`src/alias_remap_pkg.sv`:
```
// constants and types for the remote alias remap block
package alias_remap_pkg;

	// ==========================================================
	// register offsets
	localparam logic [7:0] OFS_PORT_SEL = 8'h4c;
	localparam logic [7:0] OFS_PHYS0    = 8'h5d;
	localparam logic [7:0] OFS_PHYS5    = 8'h62;
	localparam logic [7:0] OFS_PHYS6    = 8'h63;
	localparam logic [7:0] OFS_PHYS7    = 8'h64;
	localparam logic [7:0] OFS_ALIAS0   = 8'h65;

	// ==========================================================
	// reset values
	localparam logic [7:0] RST_SLOT_REG = 8'h00;
	localparam logic [7:0] RST_PORT_SEL = 8'h00;
	localparam logic [7:0] RDATA_NONE   = 8'h00;

	// ==========================================================
	// field positions
	localparam int ADDR_MSB     = 7;
	localparam int ADDR_LSB     = 1;
	localparam int AUTO_ACK_BIT = 0;
	localparam int PSEL_WEN_MSB = 3;
	localparam int PSEL_WEN_LSB = 0;
	localparam int PSEL_RD_MSB  = 5;
	localparam int PSEL_RD_LSB  = 4;

	// ==========================================================
	// sizes and types
	localparam int NUM_PORTS = 4;
	localparam int NUM_SLOTS = 4;
	localparam int NUM_EXT   = 3;

	typedef logic [6:0] i2c_addr_t;
	typedef logic [1:0] port_t;
	typedef logic [1:0] slot_t;

	// physical slot order inside the block: 0, 5, 6, 7
	typedef enum logic [1:0] {
		SLOT_0 = 2'b00,
		SLOT_5 = 2'b01,
		SLOT_6 = 2'b10,
		SLOT_7 = 2'b11
	} slot_e;

	localparam i2c_addr_t ADDR_DISABLED = 7'h00;

endpackage

```
`src/alias_match.sv`:
```
// single alias comparator for one slot of one receive port
`timescale 1ns/10ps
module alias_match
	import alias_remap_pkg::*;
(
	input  wire logic [7:0] alias_reg,
	input  wire i2c_addr_t  addr,
	output logic            hit
);

	// ==========================================================
	// compare
	always_comb begin
		hit = (alias_reg[ADDR_MSB:ADDR_LSB] != ADDR_DISABLED) &&
		      (alias_reg[ADDR_MSB:ADDR_LSB] == addr);
	end

endmodule

```
`src/remote_i2c_alias_remap.sv`:
```
// per-port alias decode and physical address remap with register store
// Behaviour
// - physical slots hold 7-bit address, bit0 zero
// - per-port copies chosen by port select register
// - alias slot 0 holds 7-bit alias, detects
// - zero alias disables that slot entirely
// - slot 0 alias remaps via slot 0 physical
// - auto-ack bit acknowledges writes locally
`timescale 1ns/10ps
module remote_i2c_alias_remap
	import alias_remap_pkg::*;
(
	input  wire logic                               clk,
	input  wire logic                               nrst,
	input  wire logic [7:0]                         reg_addr,
	input  wire logic                               reg_wr,
	input  wire logic [7:0]                         reg_wdata,
	input  wire logic                               reg_rd,
	input  wire logic [alias_remap_pkg::NUM_PORTS-1:0][alias_remap_pkg::NUM_EXT-1:0][7:0] alias_ext,
	input  wire logic                               txn_valid,
	input  wire alias_remap_pkg::i2c_addr_t         txn_addr,
	input  wire logic                               txn_rnw,
	output logic [7:0]                              reg_rdata,
	output logic                                    fwd_valid,
	output alias_remap_pkg::port_t                  fwd_port,
	output alias_remap_pkg::i2c_addr_t              fwd_addr,
	output logic                                    fwd_rnw,
	output logic                                    local_ack,
	output logic                                    no_match
);

	// ==========================================================
	// decode helpers
	// returns {hit, slot index} for a physical slot offset
	function automatic logic [2:0] phys_decode(input logic [7:0] a);
		logic [2:0] r;
		r = 3'h0;
		if (a == OFS_PHYS0) begin
			r = {1'b1, SLOT_0};
		end else if (a == OFS_PHYS5) begin
			r = {1'b1, SLOT_5};
		end else if (a == OFS_PHYS6) begin
			r = {1'b1, SLOT_6};
		end else if (a == OFS_PHYS7) begin
			r = {1'b1, SLOT_7};
		end
		return r;
	endfunction

	// per-port write enable bit of the port select register
	function automatic logic port_wr_en(input logic [7:0] psel, input int p);
		return psel[PSEL_WEN_LSB + p];
	endfunction

	// ==========================================================
	// register store
	logic [7:0]      port_sel_q;
	i2c_addr_t       phys_q   [NUM_PORTS][NUM_SLOTS];
	logic [7:0]      alias0_q [NUM_PORTS];
	logic [2:0]      wr_dec;
	logic [2:0]      rd_dec;
	port_t           rd_port;

	assign wr_dec  = phys_decode(reg_addr);
	assign rd_dec  = phys_decode(reg_addr);
	assign rd_port = port_sel_q[PSEL_RD_MSB:PSEL_RD_LSB];

	// ==========================================================
	// write strobes, one per register kind
	logic            wr_psel;
	logic            wr_phys;
	logic            wr_alias;

	always_comb begin
		wr_psel  = 1'b0;
		wr_phys  = 1'b0;
		wr_alias = 1'b0;
		if (reg_addr == OFS_PORT_SEL) begin
			wr_psel = reg_wr;
		end else if (wr_dec[2]) begin
			wr_phys = reg_wr;
		end else if (reg_addr == OFS_ALIAS0) begin
			wr_alias = reg_wr;
		end
	end

	always_ff @(posedge clk or negedge nrst) begin
		if (!nrst) begin
			port_sel_q <= RST_PORT_SEL;
		end else if (wr_psel) begin
			port_sel_q <= reg_wdata;
		end
	end

	always_ff @(posedge clk or negedge nrst) begin
		if (!nrst) begin
			for (int p = 0; p < NUM_PORTS; p++) begin
				for (int s = 0; s < NUM_SLOTS; s++) begin
					phys_q[p][s] <= RST_SLOT_REG[ADDR_MSB:ADDR_LSB];
				end
			end
		end else if (wr_phys) begin
			for (int p = 0; p < NUM_PORTS; p++) begin
				if (port_wr_en(port_sel_q, p)) begin
					phys_q[p][wr_dec[1:0]] <= reg_wdata[ADDR_MSB:ADDR_LSB];
				end
			end
		end
	end

	always_ff @(posedge clk or negedge nrst) begin
		if (!nrst) begin
			for (int p = 0; p < NUM_PORTS; p++) begin
				alias0_q[p] <= RST_SLOT_REG;
			end
		end else if (wr_alias) begin
			for (int p = 0; p < NUM_PORTS; p++) begin
				if (port_wr_en(port_sel_q, p)) begin
					alias0_q[p] <= reg_wdata;
				end
			end
		end
	end

	// ==========================================================
	// register read port, answer one cycle after the strobe
	always_ff @(posedge clk or negedge nrst) begin
		if (!nrst) begin
			reg_rdata <= RDATA_NONE;
		end else if (reg_rd) begin
			if (reg_addr == OFS_PORT_SEL) begin
				reg_rdata <= port_sel_q;
			end else if (rd_dec[2]) begin
				reg_rdata <= {phys_q[rd_port][rd_dec[1:0]], 1'b0};
			end else if (reg_addr == OFS_ALIAS0) begin
				reg_rdata <= alias0_q[rd_port];
			end else begin
				reg_rdata <= RDATA_NONE;
			end
		end
	end

	// ==========================================================
	// alias comparators, one per port and slot
	logic [NUM_PORTS-1:0][NUM_SLOTS-1:0] hit;

	for (genvar p = 0; p < NUM_PORTS; p++) begin : g_port
		alias_match u_slot0 (
			.alias_reg (alias0_q[p]),
			.addr      (txn_addr),
			.hit       (hit[p][SLOT_0])
		);
		for (genvar e = 0; e < NUM_EXT; e++) begin : g_ext
			alias_match u_ext (
				.alias_reg (alias_ext[p][e]),
				.addr      (txn_addr),
				.hit       (hit[p][e + 1])
			);
		end
	end

	// ==========================================================
	// pick first hit: lowest port, then slot 0, 5, 6, 7
	logic      any_hit;
	port_t     sel_port;
	slot_t     sel_slot;
	logic      sel_auto;

	always_comb begin
		any_hit  = 1'b0;
		sel_port = '0;
		sel_slot = '0;
		for (int p = NUM_PORTS - 1; p >= 0; p--) begin
			for (int s = NUM_SLOTS - 1; s >= 0; s--) begin
				if (hit[p][s]) begin
					any_hit  = 1'b1;
					sel_port = port_t'(p);
					sel_slot = slot_t'(s);
				end
			end
		end
		if (sel_slot == SLOT_0) begin
			sel_auto = alias0_q[sel_port][AUTO_ACK_BIT];
		end else begin
			sel_auto = alias_ext[sel_port][sel_slot - 2'd1][AUTO_ACK_BIT];
		end
	end

	// ==========================================================
	// forward request, one cycle after the local address
	always_ff @(posedge clk or negedge nrst) begin
		if (!nrst) begin
			fwd_valid <= 1'b0;
		end else begin
			fwd_valid <= txn_valid && any_hit;
		end
	end

	always_ff @(posedge clk or negedge nrst) begin
		if (!nrst) begin
			no_match <= 1'b0;
		end else begin
			no_match <= txn_valid && !any_hit;
		end
	end

	always_ff @(posedge clk or negedge nrst) begin
		if (!nrst) begin
			fwd_port <= '0;
			fwd_addr <= ADDR_DISABLED;
			fwd_rnw  <= 1'b0;
		end else if (txn_valid && any_hit) begin
			fwd_port <= sel_port;
			fwd_addr <= phys_q[sel_port][sel_slot];
			fwd_rnw  <= txn_rnw;
		end
	end

	always_ff @(posedge clk or negedge nrst) begin
		if (!nrst) begin
			local_ack <= 1'b0;
		end else begin
			local_ack <= txn_valid && any_hit && !txn_rnw && sel_auto;
		end
	end

endmodule

```
`config.mk`:
```
export PLATFORM = sky130hd
export DESIGN_NAME = remote_i2c_alias_remap
export DESIGN_NICKNAME = d
export VERILOG_FILES = /design/src/alias_remap_pkg.sv /design/src/alias_match.sv /design/src/remote_i2c_alias_remap.sv
export SDC_FILE = /design/constraint.sdc
export NUM_CORES = 1
export LEC_CHECK = 0
export ABC_AREA = 1
export BUFFER_PORTS_ARGS = -buffer_cell sky130_fd_sc_hd__buf_2
export CAP_MARGIN = 20
export CELL_PAD_IN_SITES_DETAIL_PLACEMENT = 1
export CELL_PAD_IN_SITES_GLOBAL_PLACEMENT = 2
export CORE_UTILIZATION = 33
export DETAILED_ROUTE_END_ITERATION = 10
export PLACE_DENSITY = 0.91
export SLEW_MARGIN = 10
export SYNTH_ARGS = -nofsm -noshare
export SYNTH_HDL_FRONTEND = slang
export SYNTH_SLANG_ARGS = --single-unit
```
`constraint.sdc`:
```
create_clock -name clk -period 3.5 [get_ports clk]
set_clock_uncertainty 0.05 [all_clocks]
set_input_delay 0.175 -clock clk [delete_from_list [all_inputs] [get_ports clk]]
set_output_delay 0.175 -clock clk [all_outputs]
set_load 0.01 [all_outputs]
```
==> summary.txt, run 1 <==
Outcome
  • Outcome: finished clean

Final layout
  • Finished Core Util: 38.7%
  • Multi-input gate area: 5840 µm²
  • Nets: 1823
  • Final non-filler cell area: 12900 µm²
  • Number of filler cells placed in the layout: 4262
  • Sequential Area: 4330 µm²
  • Syn-to-layout area delta: 15.5%
  • Diodes inserted: 0
  • Share of layout cells above drive strength 1: 15.9%
  • Final non-filler cell total: 2158

Logic synthesis
  • Number of instances in the synthesized netlist: 1585
  • Commonest cells post-synth: 428 x sky130_fd_sc_hd__nand2_1, 276 x sky130_fd_sc_hd__o21ai_0, 173 x sky130_fd_sc_hd__dfrtp_1
  • Number of distinct standard cells referenced by the synthesized netlist: 47
  • Library cell with the largest summed area after synthesis: sky130_fd_sc_hd__dfrtp_1
  • Share of the synthesized area in the top cell type: 38.6%
  • Sequential element share of the synthesized area: 38.6%
  • Synthesis Warnings: 0
  • Most frequently used cell type in the post-synthesis netlist: sky130_fd_sc_hd__nand2_1
  • Number of storage elements in the synthesis netlist: 173
  • Post-synthesis instance area: 11200 µm²
  • Synthesized net count: 1711
  • Commonest register cell after synthesis: sky130_fd_sc_hd__dfrtp_1
  • Top area cells in the synthesized netlist: sky130_fd_sc_hd__dfrtp_1 39%, sky130_fd_sc_hd__nand2_1 14%, sky130_fd_sc_hd__o21ai_0 12%, sky130_fd_sc_hd__inv_1 4.2%, sky130_fd_sc_hd__xor2_1 4.0%
  • Fraction of synthesis flops using an asynchronous set or reset pin: 100%
  • Count of flip-flops with a built-in enable after synthesis: 0
  • Mean area per synthesized cell: 7.07 µm²

Die
  • Vert. Die Dim: 186 µm
  • Die ar.: 34700 µm²
  • Number of I/O pins: 146
  • Starting Density: 33.5%
  • Row count: 67
  • Die outline width: 186 µm
  • Core Region: 33400 µm²

Setup path
  • Worst reg2reg setup slack: 0.57 ns
  • Cell class contributing the biggest share of worst-path delay: simple AND/OR/NAND/NOR gates
  • CP Class: flop to flop
  • Endpoint required time on the critical path: 3.82 ns
  • Slowest library cell on the worst path: sky130_fd_sc_hd__dfrtp_1
  • Type of element launching the critical path: flop
  • Crit path DAT: 3.25 ns
  • Max Fanout on Critical Path: 3
  • Cell mode on critical path: sky130_fd_sc_hd__nand2_1
  • Largest stage delay on the critical path: 0.41 ns
  • Worst Path Buf+Inv: 3
  • Sort of element at the end of the critical path: flop

Drt
  • ANT nets after route: 0
  • Total detailed-routing wirelength: 41200 µm
  • Number of violations reported at the end of detailed-routing iteration 0: 619
  • TritonRoute pass-1 iters: 5
  • Routed vias: 11400
  • Via density: 5.28
  • DRC Markers: 0
  • WL/cell: 19.1 µm

Placed design
  • I/O Buffers: 145
  • Post-Place Setup Slack: 0.438 ns
  • Placement-stage cell area: 12300 µm²
  • Routability Congestion: 0.906
  • HPWL after detailed placement: 29800 µm
  • Dpl cells: 2123

Clock network
  • Number of levels the H-tree was split into: 4
  • Post-CTS Setup Repair Bufs: 0
  • CTS tree: built
  • Maximum root-to-sink buffer count: 2
  • Hold_buf cts: 3
  • CTS resizes: 0
  • Reg clk slew, reported paths: 0.08 ns
  • Clock latency at the later pin of the worst-skew pair: 0.44 ns
  • CTS root buf: sky130_fd_sc_hd__clkbuf_16
  • Cts bufs inserted: 17
  • Clock sink total: 173

STA
  • Final critical delay including setup and external delays: 2.93 ns
  • Smallest hold slack: 0.0161 ns
  • Setup Total Neg Slack: 0 ns
  • Top achievable clock speed: 342 MHz
  • Final hold violation count: 0
  • Crit share post-route: 83.6%
  • Worst setup slack after layout: 0.575 ns
  • Final-report max-slew violation count: 0
  • Max-slew headroom at the worst pin: 32.9%
  • Measured slew at the worst slew-check pin: 1.01 ns
  • Unrepaired setup endpoints after global routing: false
  • Final setup viols: 0

Global routing
  • Grt total ovfl: 0
  • Number of antenna violations at the first check in global routing: 0
  • GRT Overall Usage: 24.3%
  • Global-route wire length before repair: 64700 µm
  • Pin count of the biggest net entering global routing: 90
  • Number of global-route vias before repair: 11700

Power and ir drop
  • Leakage Power: 6.06 nW
  • PwrDens: 376 nW/µm²
  • Worst vdd ir: 0.318 mV
  • Total Power Consumption: 4.87 mW

Flow run
  • Max-Cap Viols: 0

Worst hold path
  • Worst min-delay path class: primary input to flop
[where the power goes]
part | internal [mW] | total [mW] | switching (mW)
logic | 0.302 | 0.872 | 0.571
registers | 2.04 | 2.09 | 0.0419
clock network | 1.02 | 1.91 | 0.893
[layout by cell type (no fill, tap or decap), types with 34 or more instances in the layout]
cell type and instances:
sky130_fd_sc_hd__nand2_1 428, sky130_fd_sc_hd__o21ai_0 276, sky130_fd_sc_hd__dfrtp_1 172, sky130_fd_sc_hd__buf_2 144
sky130_fd_sc_hd__inv_1 124, sky130_fd_sc_hd__nor2_1 99, sky130_fd_sc_hd__nand3_1 67, sky130_fd_sc_hd__a21oi_1 57
sky130_fd_sc_hd__xor2_1 51, sky130_fd_sc_hd__buf_4 41, sky130_fd_sc_hd__nor3_1 34
[state kept, by name, summed over array words and instances (netlist names), 2 cells and up]
| signal | flops |
|---|---|
| phys_q | 112 |
| reg_rdata | 8 |
| port_sel_q | 8 |
| fwd_port | 2 |
| fwd_addr | 7 |
| alias0_q | 32 |
[kinds of logic after synthesis]
kind of cell    after synthesis  share of synthesized area, %
flops                       173                          38.6
xor+xnor                     59                          4.61
fa+ha+maj                     1                         0.112
simple gates                692                          27.0
compound gates              428                          20.4
buf+inv                     232                          9.20
[final cells by class]
cell class / instances / area share [%]
Clock buffer: 19 / 3.42
Clock inverter: 13 / 1.02
Inverter: 133 / 3.88
Multi-Input combinational cell: 1180 / 45.2
Sequential cell: 173 / 33.5
Tap cell: 448 / 4.33
Timing Repair Buffer: 192 / 8.73
[worst reg2reg max path, delay by kind of cell, from the launching register on]
kind | cells | cell delay [ns]
and+or+nand+nor | 17 | 1.16
AOI/OAI and AO/OA | 4 | 0.60
DFF | 1 | 0.41
buffers and inverters | 3 | 0.29
adders and majority gates | 1 | 0.32
[per-layer routing]
metal	routed length, µm	vias up	global-route usage (%)
met5	0	-	0
met4	1010	0	7.70
met3	1880	58	2.59
met2	20400	279	43.8
met1	17900	5601	30.1
li1	-	5452	-
[path summary, 6_finish.rpt]
| check | start | to | depth (start not counted) |
|---|---|---|---|
| worst max-delay path | alias0_q[5] | local_ack | 25 |
| worst min register to register | reg_rdata[3] | reg_rdata[3] | 2 |
| worst max register to register | alias0_q[5] | local_ack | 25 |
| max in group asynchronous | nrst | port_sel_q[4] | 3 |
| worst min-delay path | reg_rd | reg_rdata[0] | 3 |
| min in group asynchronous | nrst | phys_q[56] | 2 |
Power figures use the tool's default switching activity.
==> inputs of run 2 (changes only) <==
--- a/config.mk
+++ b/config.mk
@@ -5,14 +5,14 @@
 export SDC_FILE = /design/constraint.sdc
 export NUM_CORES = 1
 export LEC_CHECK = 0
-export ABC_AREA = 1
+export ABC_AREA = 0
 export BUFFER_PORTS_ARGS = -buffer_cell sky130_fd_sc_hd__buf_2
 export CAP_MARGIN = 20
 export CELL_PAD_IN_SITES_DETAIL_PLACEMENT = 1
 export CELL_PAD_IN_SITES_GLOBAL_PLACEMENT = 2
-export CORE_UTILIZATION = 33
+export CORE_UTILIZATION = 36
 export DETAILED_ROUTE_END_ITERATION = 10
-export PLACE_DENSITY = 0.91
+export PLACE_DENSITY = 0.88
 export SLEW_MARGIN = 10
 export SYNTH_ARGS = -nofsm -noshare
 export SYNTH_HDL_FRONTEND = slang
==> constraint.sdc (replaced) <==
create_clock -name clk -period 2.4 [get_ports clk]
set_clock_uncertainty 0.05 [all_clocks]
set_input_delay 0.12 -clock clk [delete_from_list [all_inputs] [get_ports clk]]
set_output_delay 0.12 -clock clk [all_outputs]
set_load 0.01 [all_outputs]
==> summary.txt, run 2 <==
Die
  • Core Region: 30000 µm² (was 33400 µm²)
  • Number of I/O pins: 146 (unchanged)
  • Vert. Die Dim: 177 µm (was 186 µm)
  • Starting Density: 36.9% (was 33.5%)
  • Die outline width: 177 µm (was 186 µm)
  • Die ar.: 31400 µm² (was 34700 µm²)
  • Row count: 63 (was 67)

Drt
  • TritonRoute pass-1 iters: 5 (unchanged)
  • ANT nets after route: 0 (unchanged)
  • DRC Markers: 0 (unchanged)
  • Total detailed-routing wirelength: 39900 µm (was 41200 µm)
  • Via density: 5.79 (was 5.28)
  • Routed vias: 9472 (was 11400)
  • Number of violations reported at the end of detailed-routing iteration 0: 495 (was 619)
  • WL/cell: 24.4 µm (was 19.1 µm)

STA
  • Final hold violation count: 0 (unchanged)
  • Unrepaired setup endpoints after global routing: true (was false)
  • Worst setup slack after layout: -0.684 ns (was 0.575 ns)
  • Measured slew at the worst slew-check pin: 0.666 ns (was 1.01 ns)
  • Final setup viols: 11 (was 0)
  • Final critical delay including setup and external delays: 3.08 ns (was 2.93 ns)
  • Setup Total Neg Slack: -5.76 ns (was 0 ns)
  • Crit share post-route: 129% (was 83.6%)
  • Top achievable clock speed: 324 MHz (was 342 MHz)
  • Max-slew headroom at the worst pin: 54.4% (was 32.9%)
  • Final-report max-slew violation count: 0 (unchanged)

Global routing
  • Pin count of the biggest net entering global routing: 65 (was 90)
  • GRT Overall Usage: 25.9% (was 24.3%)
  • Number of global-route vias before repair: 10500 (was 11700)
  • Number of antenna violations at the first check in global routing: 0 (unchanged)
  • Grt total ovfl: 0 (unchanged)
  • Global-route wire length before repair: 61700 µm (was 64700 µm)

Placed design
  • Routability Congestion: 0.865 (was 0.906)
  • Post-Place Setup Slack: -0.824 ns (was 0.438 ns)
  • HPWL after detailed placement: 28100 µm (was 29800 µm)
  • Dpl cells: 1583 (was 2123)
  • I/O Buffers: 145 (unchanged)

Logic synthesis
  • Fraction of synthesis flops using an asynchronous set or reset pin: 100% (unchanged)
  • Share of the synthesized area in the top cell type: 39.1% (was 38.6%)
  • Number of instances in the synthesized netlist: 930 (was 1585)
  • Count of flip-flops with a built-in enable after synthesis: 0 (unchanged)
  • Library cell with the largest summed area after synthesis: sky130_fd_sc_hd__dfrtp_1 (unchanged)
  • Dominant combinational cell family by area after synthesis: multiplexers (was simple AND/OR/NAND/NOR gates)
  • Commonest cells post-synth: 173 x sky130_fd_sc_hd__dfrtp_1, 161 x sky130_fd_sc_hd__mux2_2, 65 x sky130_fd_sc_hd__xnor2_1 (was 428 x sky130_fd_sc_hd__nand2_1, 276 x sky130_fd_sc_hd__o21ai_0, 173 x sky130_fd_sc_hd__dfrtp_1)
  • Xor/xnor share of the synthesized area: 7.68% (was 4.61%)
  • Number of storage elements in the synthesis netlist: 173 (unchanged)
  • Post-synthesis instance area: 11100 µm² (was 11200 µm²)
  • Synthesized net count: 1056 (was 1711)
  • Commonest register cell after synthesis: sky130_fd_sc_hd__dfrtp_1 (unchanged)
  • Adder-Cell Fraction of Synth Area: 0.113% (was 0.112%)
  • Number of distinct standard cells referenced by the synthesized netlist: 72 (was 47)
  • Sequential element share of the synthesized area: 39.1% (was 38.6%)
  • Most frequently used cell type in the post-synthesis netlist: sky130_fd_sc_hd__dfrtp_1 (was sky130_fd_sc_hd__nand2_1)
  • Synthesis Warnings: 0 (unchanged)
  • Simple-gate share of the synthesized area: 9.41% (was 27.0%)
  • Top area cells in the synthesized netlist: sky130_fd_sc_hd__dfrtp_1 39%, sky130_fd_sc_hd__mux2_2 16%, sky130_fd_sc_hd__mux4_2 7.3%, sky130_fd_sc_hd__xnor2_1 5.1%, sky130_fd_sc_hd__mux2i_1 3.3% (was sky130_fd_sc_hd__dfrtp_1 39%, sky130_fd_sc_hd__nand2_1 14%, sky130_fd_sc_hd__o21ai_0 12%, sky130_fd_sc_hd__inv_1 4.2%, sky130_fd_sc_hd__xor2_1 4.0%)
  • Mean area per synthesized cell: 11.9 µm² (was 7.07 µm²)
  • Mux share of post-synthesis cell area: 27.1% (was 0%)
  • Compound-Gate Fraction of Synth Area: 12.3% (was 20.4%)

Final layout
  • Biggest regs: phys_q (112), alias0_q (32) (unchanged)
  • Syn-to-layout area delta: 32.1% (was 15.5%)
  • Finished Core Util: 48.8% (was 38.7%)
  • Leading cell types in the layout, fill and taps excluded: 172 x sky130_fd_sc_hd__dfrtp_1, 163 x sky130_fd_sc_hd__buf_4, 159 x sky130_fd_sc_hd__mux2_2, 144 x sky130_fd_sc_hd__buf_2, 61 x sky130_fd_sc_hd__xnor2_1 (was 428 x sky130_fd_sc_hd__nand2_1, 276 x sky130_fd_sc_hd__o21ai_0, 172 x sky130_fd_sc_hd__dfrtp_1, 144 x sky130_fd_sc_hd__buf_2, 124 x sky130_fd_sc_hd__inv_1)
  • Final non-filler cell total: 1636 (was 2158)
  • Multi-input gate area: 6560 µm² (was 5840 µm²)
  • Most frequent standard cell in the layout excluding fill and tap cells: sky130_fd_sc_hd__dfrtp_1 (was sky130_fd_sc_hd__nand2_1)
  • Nets: 1359 (was 1823)
  • Number of filler cells placed in the layout: 3201 (was 4262)
  • Flip-flop count of the largest register, all copies and words added: 112 (unchanged)
  • Share of layout cells above drive strength 1: 51.4% (was 15.9%)
  • Reg with most FFs: phys_q (unchanged)
  • Sequential Area: 4330 µm² (unchanged)

Setup path
  • Worst reg2reg setup slack: -0.68 ns (was 0.57 ns)
  • Worst Path Buf+Inv: 4 (was 3)
  • Type of element launching the critical path: flop (unchanged)
  • Worst reg2reg endpoint: fwd_addr[0] (was local_ack)
  • Slowest library cell on the worst path: sky130_fd_sc_hd__a2111o_1 (was sky130_fd_sc_hd__dfrtp_1)
  • Largest stage delay on the critical path: 0.51 ns (was 0.41 ns)
  • Sort of element at the end of the critical path: flop (unchanged)
  • Max Fanout on Critical Path: 7 (was 3)
  • Beginning of the worst register-to-register path: alias0_q[12] (was alias0_q[5])
  • CP Class: flop to flop (unchanged)
  • Cell class contributing the biggest share of worst-path delay: compound AO/OA/AOI/OAI gates (was simple AND/OR/NAND/NOR gates)
  • Crit path DAT: 3.39 ns (was 3.25 ns)
  • Critical path cell sequence: buf_6 > nor4_4 > a211o_1 > a2111o_1 > a211oi_2 > a2111oi_2 > o211ai_2 > buf_6 > buf_4 > nand3b_1 > buf_12 > a211o_1 > nand4_1
  • Endpoint required time on the critical path: 2.71 ns (was 3.82 ns)
  • Number of cells on the worst reg-to-reg path: 13 (was 25)

Power and ir drop
  • PwrDens: 472 nW/µm² (was 376 nW/µm²)
  • Worst vdd ir: 0.443 mV (was 0.318 mV)
  • Switching power: 1.93 mW (was 1.51 mW)
  • Fraction of power consumed by the clock network: 39.3% (was 39.2%)
  • Total Power Consumption: 6.90 mW (was 4.87 mW)
  • Register share of total power: 43.7% (was 42.9%)
  • Fraction of power spent switching nets: 28.0% (was 30.9%)
  • Leakage Power: 6.63 nW (was 6.06 nW)
  • Power share of the combinational group: 17.0% (was 17.9%)
  • Internal power consumption: 4.97 mW (was 3.36 mW)

Clock network
  • Number of levels the H-tree was split into: 4 (unchanged)
  • CTS root buf: sky130_fd_sc_hd__clkbuf_16 (unchanged)
  • Maximum root-to-sink buffer count: 2 (unchanged)
  • Clock sink total: 173 (unchanged)
  • Cts bufs inserted: 17 (unchanged)
  • Reg clk slew, reported paths: 0.07 ns (was 0.08 ns)
  • Clock latency at the later pin of the worst-skew pair: 0.44 ns (about the same)
  • CTS tree: built (unchanged)

Outcome
  • Outcome: complete, but fails checks (was finished clean)
  • Violations in the final reports: setup timing

Worst hold path
  • Worst Hold Path EP: local_ack (was reg_rdata[0])
  • Cell depth of the worst hold path: 4 (was 3)
  • Hold_sp: alias_ext[24] (was reg_rd)
  • Worst min-delay path class: primary input to flop (unchanged)

Flow run
  • Max-Cap Viols: 0 (unchanged)
==> run 2: changes by cell type after synthesis, sizes merged, moves of 37 or more <==
cell and change:
nand3 -48, xnor2 +57, o21ai -295, inv -116, mux2 +161, nor2 -56
mux2i +37, nand2 -404, a21oi -37
==> run 2: worst max path at each step <==
| stage | start | endpoint | cells after the start |
|---|---|---|---|
| floorplan | alias0_q[13] | local_ack | 12 |
| global placement | txn_addr[6] | fwd_addr[4] | 11 |
| detailed placement | txn_addr[6] | fwd_addr[1] | 11 |
| global route | alias0_q[5] | fwd_addr[0] | 9 |
| CTS | alias0_q[2] | fwd_addr[1] | 10 |
| finish | alias0_q[12] | fwd_addr[0] | 13 |
==> run 2: routing by layer <==
| layer | vias to the layer above | routed length (µm) | track usage (%) |
|---|---|---|---|
| met3 | 75 | 1900 | 4.01 |
| met4 | 0 | 1100 | 9.40 |
| met1 | 4959 | 15800 | 31.5 |
| met2 | 305 | 21100 | 46.2 |
| met5 | - | 0 | 0 |
| li1 | 4133 | - | - |
==> run 2: power groups by stage <==
stage                     logic (mW)  registers, mW  clock network [mW]
after detailed placement        1.09           3.06                   0
after global placement          1.05           3.06                   0
after floorplan                0.511           3.06                   0
after global routing            1.26           3.02                2.84
after CTS                       1.14           3.01                2.71
final                           1.17           3.01                2.71
==> run 2: area by class of cell <==
cell class | instances | area share [%]
well taps | 390 | 3.34
clock inverters | 12 | 0.779
multi-input cells | 675 | 44.9
diodes | 1 | 0.0171
repair buffers | 350 | 17.9
clock buffers | 19 | 3.03
flip-flops and latches | 173 | 29.6
inverters | 16 | 0.428
==> run 2: worst reg2reg max path, stage by stage, from the launching register on <==
cell and delay (ns):
sky130_fd_sc_hd__dfrtp_1 0.41, sky130_fd_sc_hd__buf_6 0.13, sky130_fd_sc_hd__nor4_4 0.04, sky130_fd_sc_hd__a211o_1 0.29, sky130_fd_sc_hd__a2111o_1 0.51, sky130_fd_sc_hd__a211oi_2 0.26, sky130_fd_sc_hd__a2111oi_2 0.07, sky130_fd_sc_hd__o211ai_2 0.25
sky130_fd_sc_hd__buf_6 0.16, sky130_fd_sc_hd__buf_4 0.12, sky130_fd_sc_hd__nand3b_1 0.12, sky130_fd_sc_hd__buf_12 0.17, sky130_fd_sc_hd__a211o_1 0.29, sky130_fd_sc_hd__nand4_1 0.15
==> run 2: per-stage QoR <==
step / area (µm²) / hold WS (ns)
2_1_floorplan: 11100 / -0.226
3_3_place_gp: 13500 / 0.0596
3_5_place_dp: 13500 / 0.0628
4_1_cts: 14400 / 0.127
5_1_grt: 14600 / 0.155
6_report: 14600 / 0.126
==> run 2: timing repair <==
action / CTS / global route
buffers inserted: 9 / 11
hold buffers: 5 / 0
hold endpoints to repair: 56 / 0
resized for setup: 45 / 25
pin swaps: 32 / 26
setup endpoints to repair: 14 / 16
==> run 2: cells by family after synthesis <==
family	Yosys count
AOI/OAI and AO/OA	157
xor gates and xnor gates	97
adders and majority gates	1
buffers and inverters	82
DFF	173
muxes	234
and+or+nand+nor	186
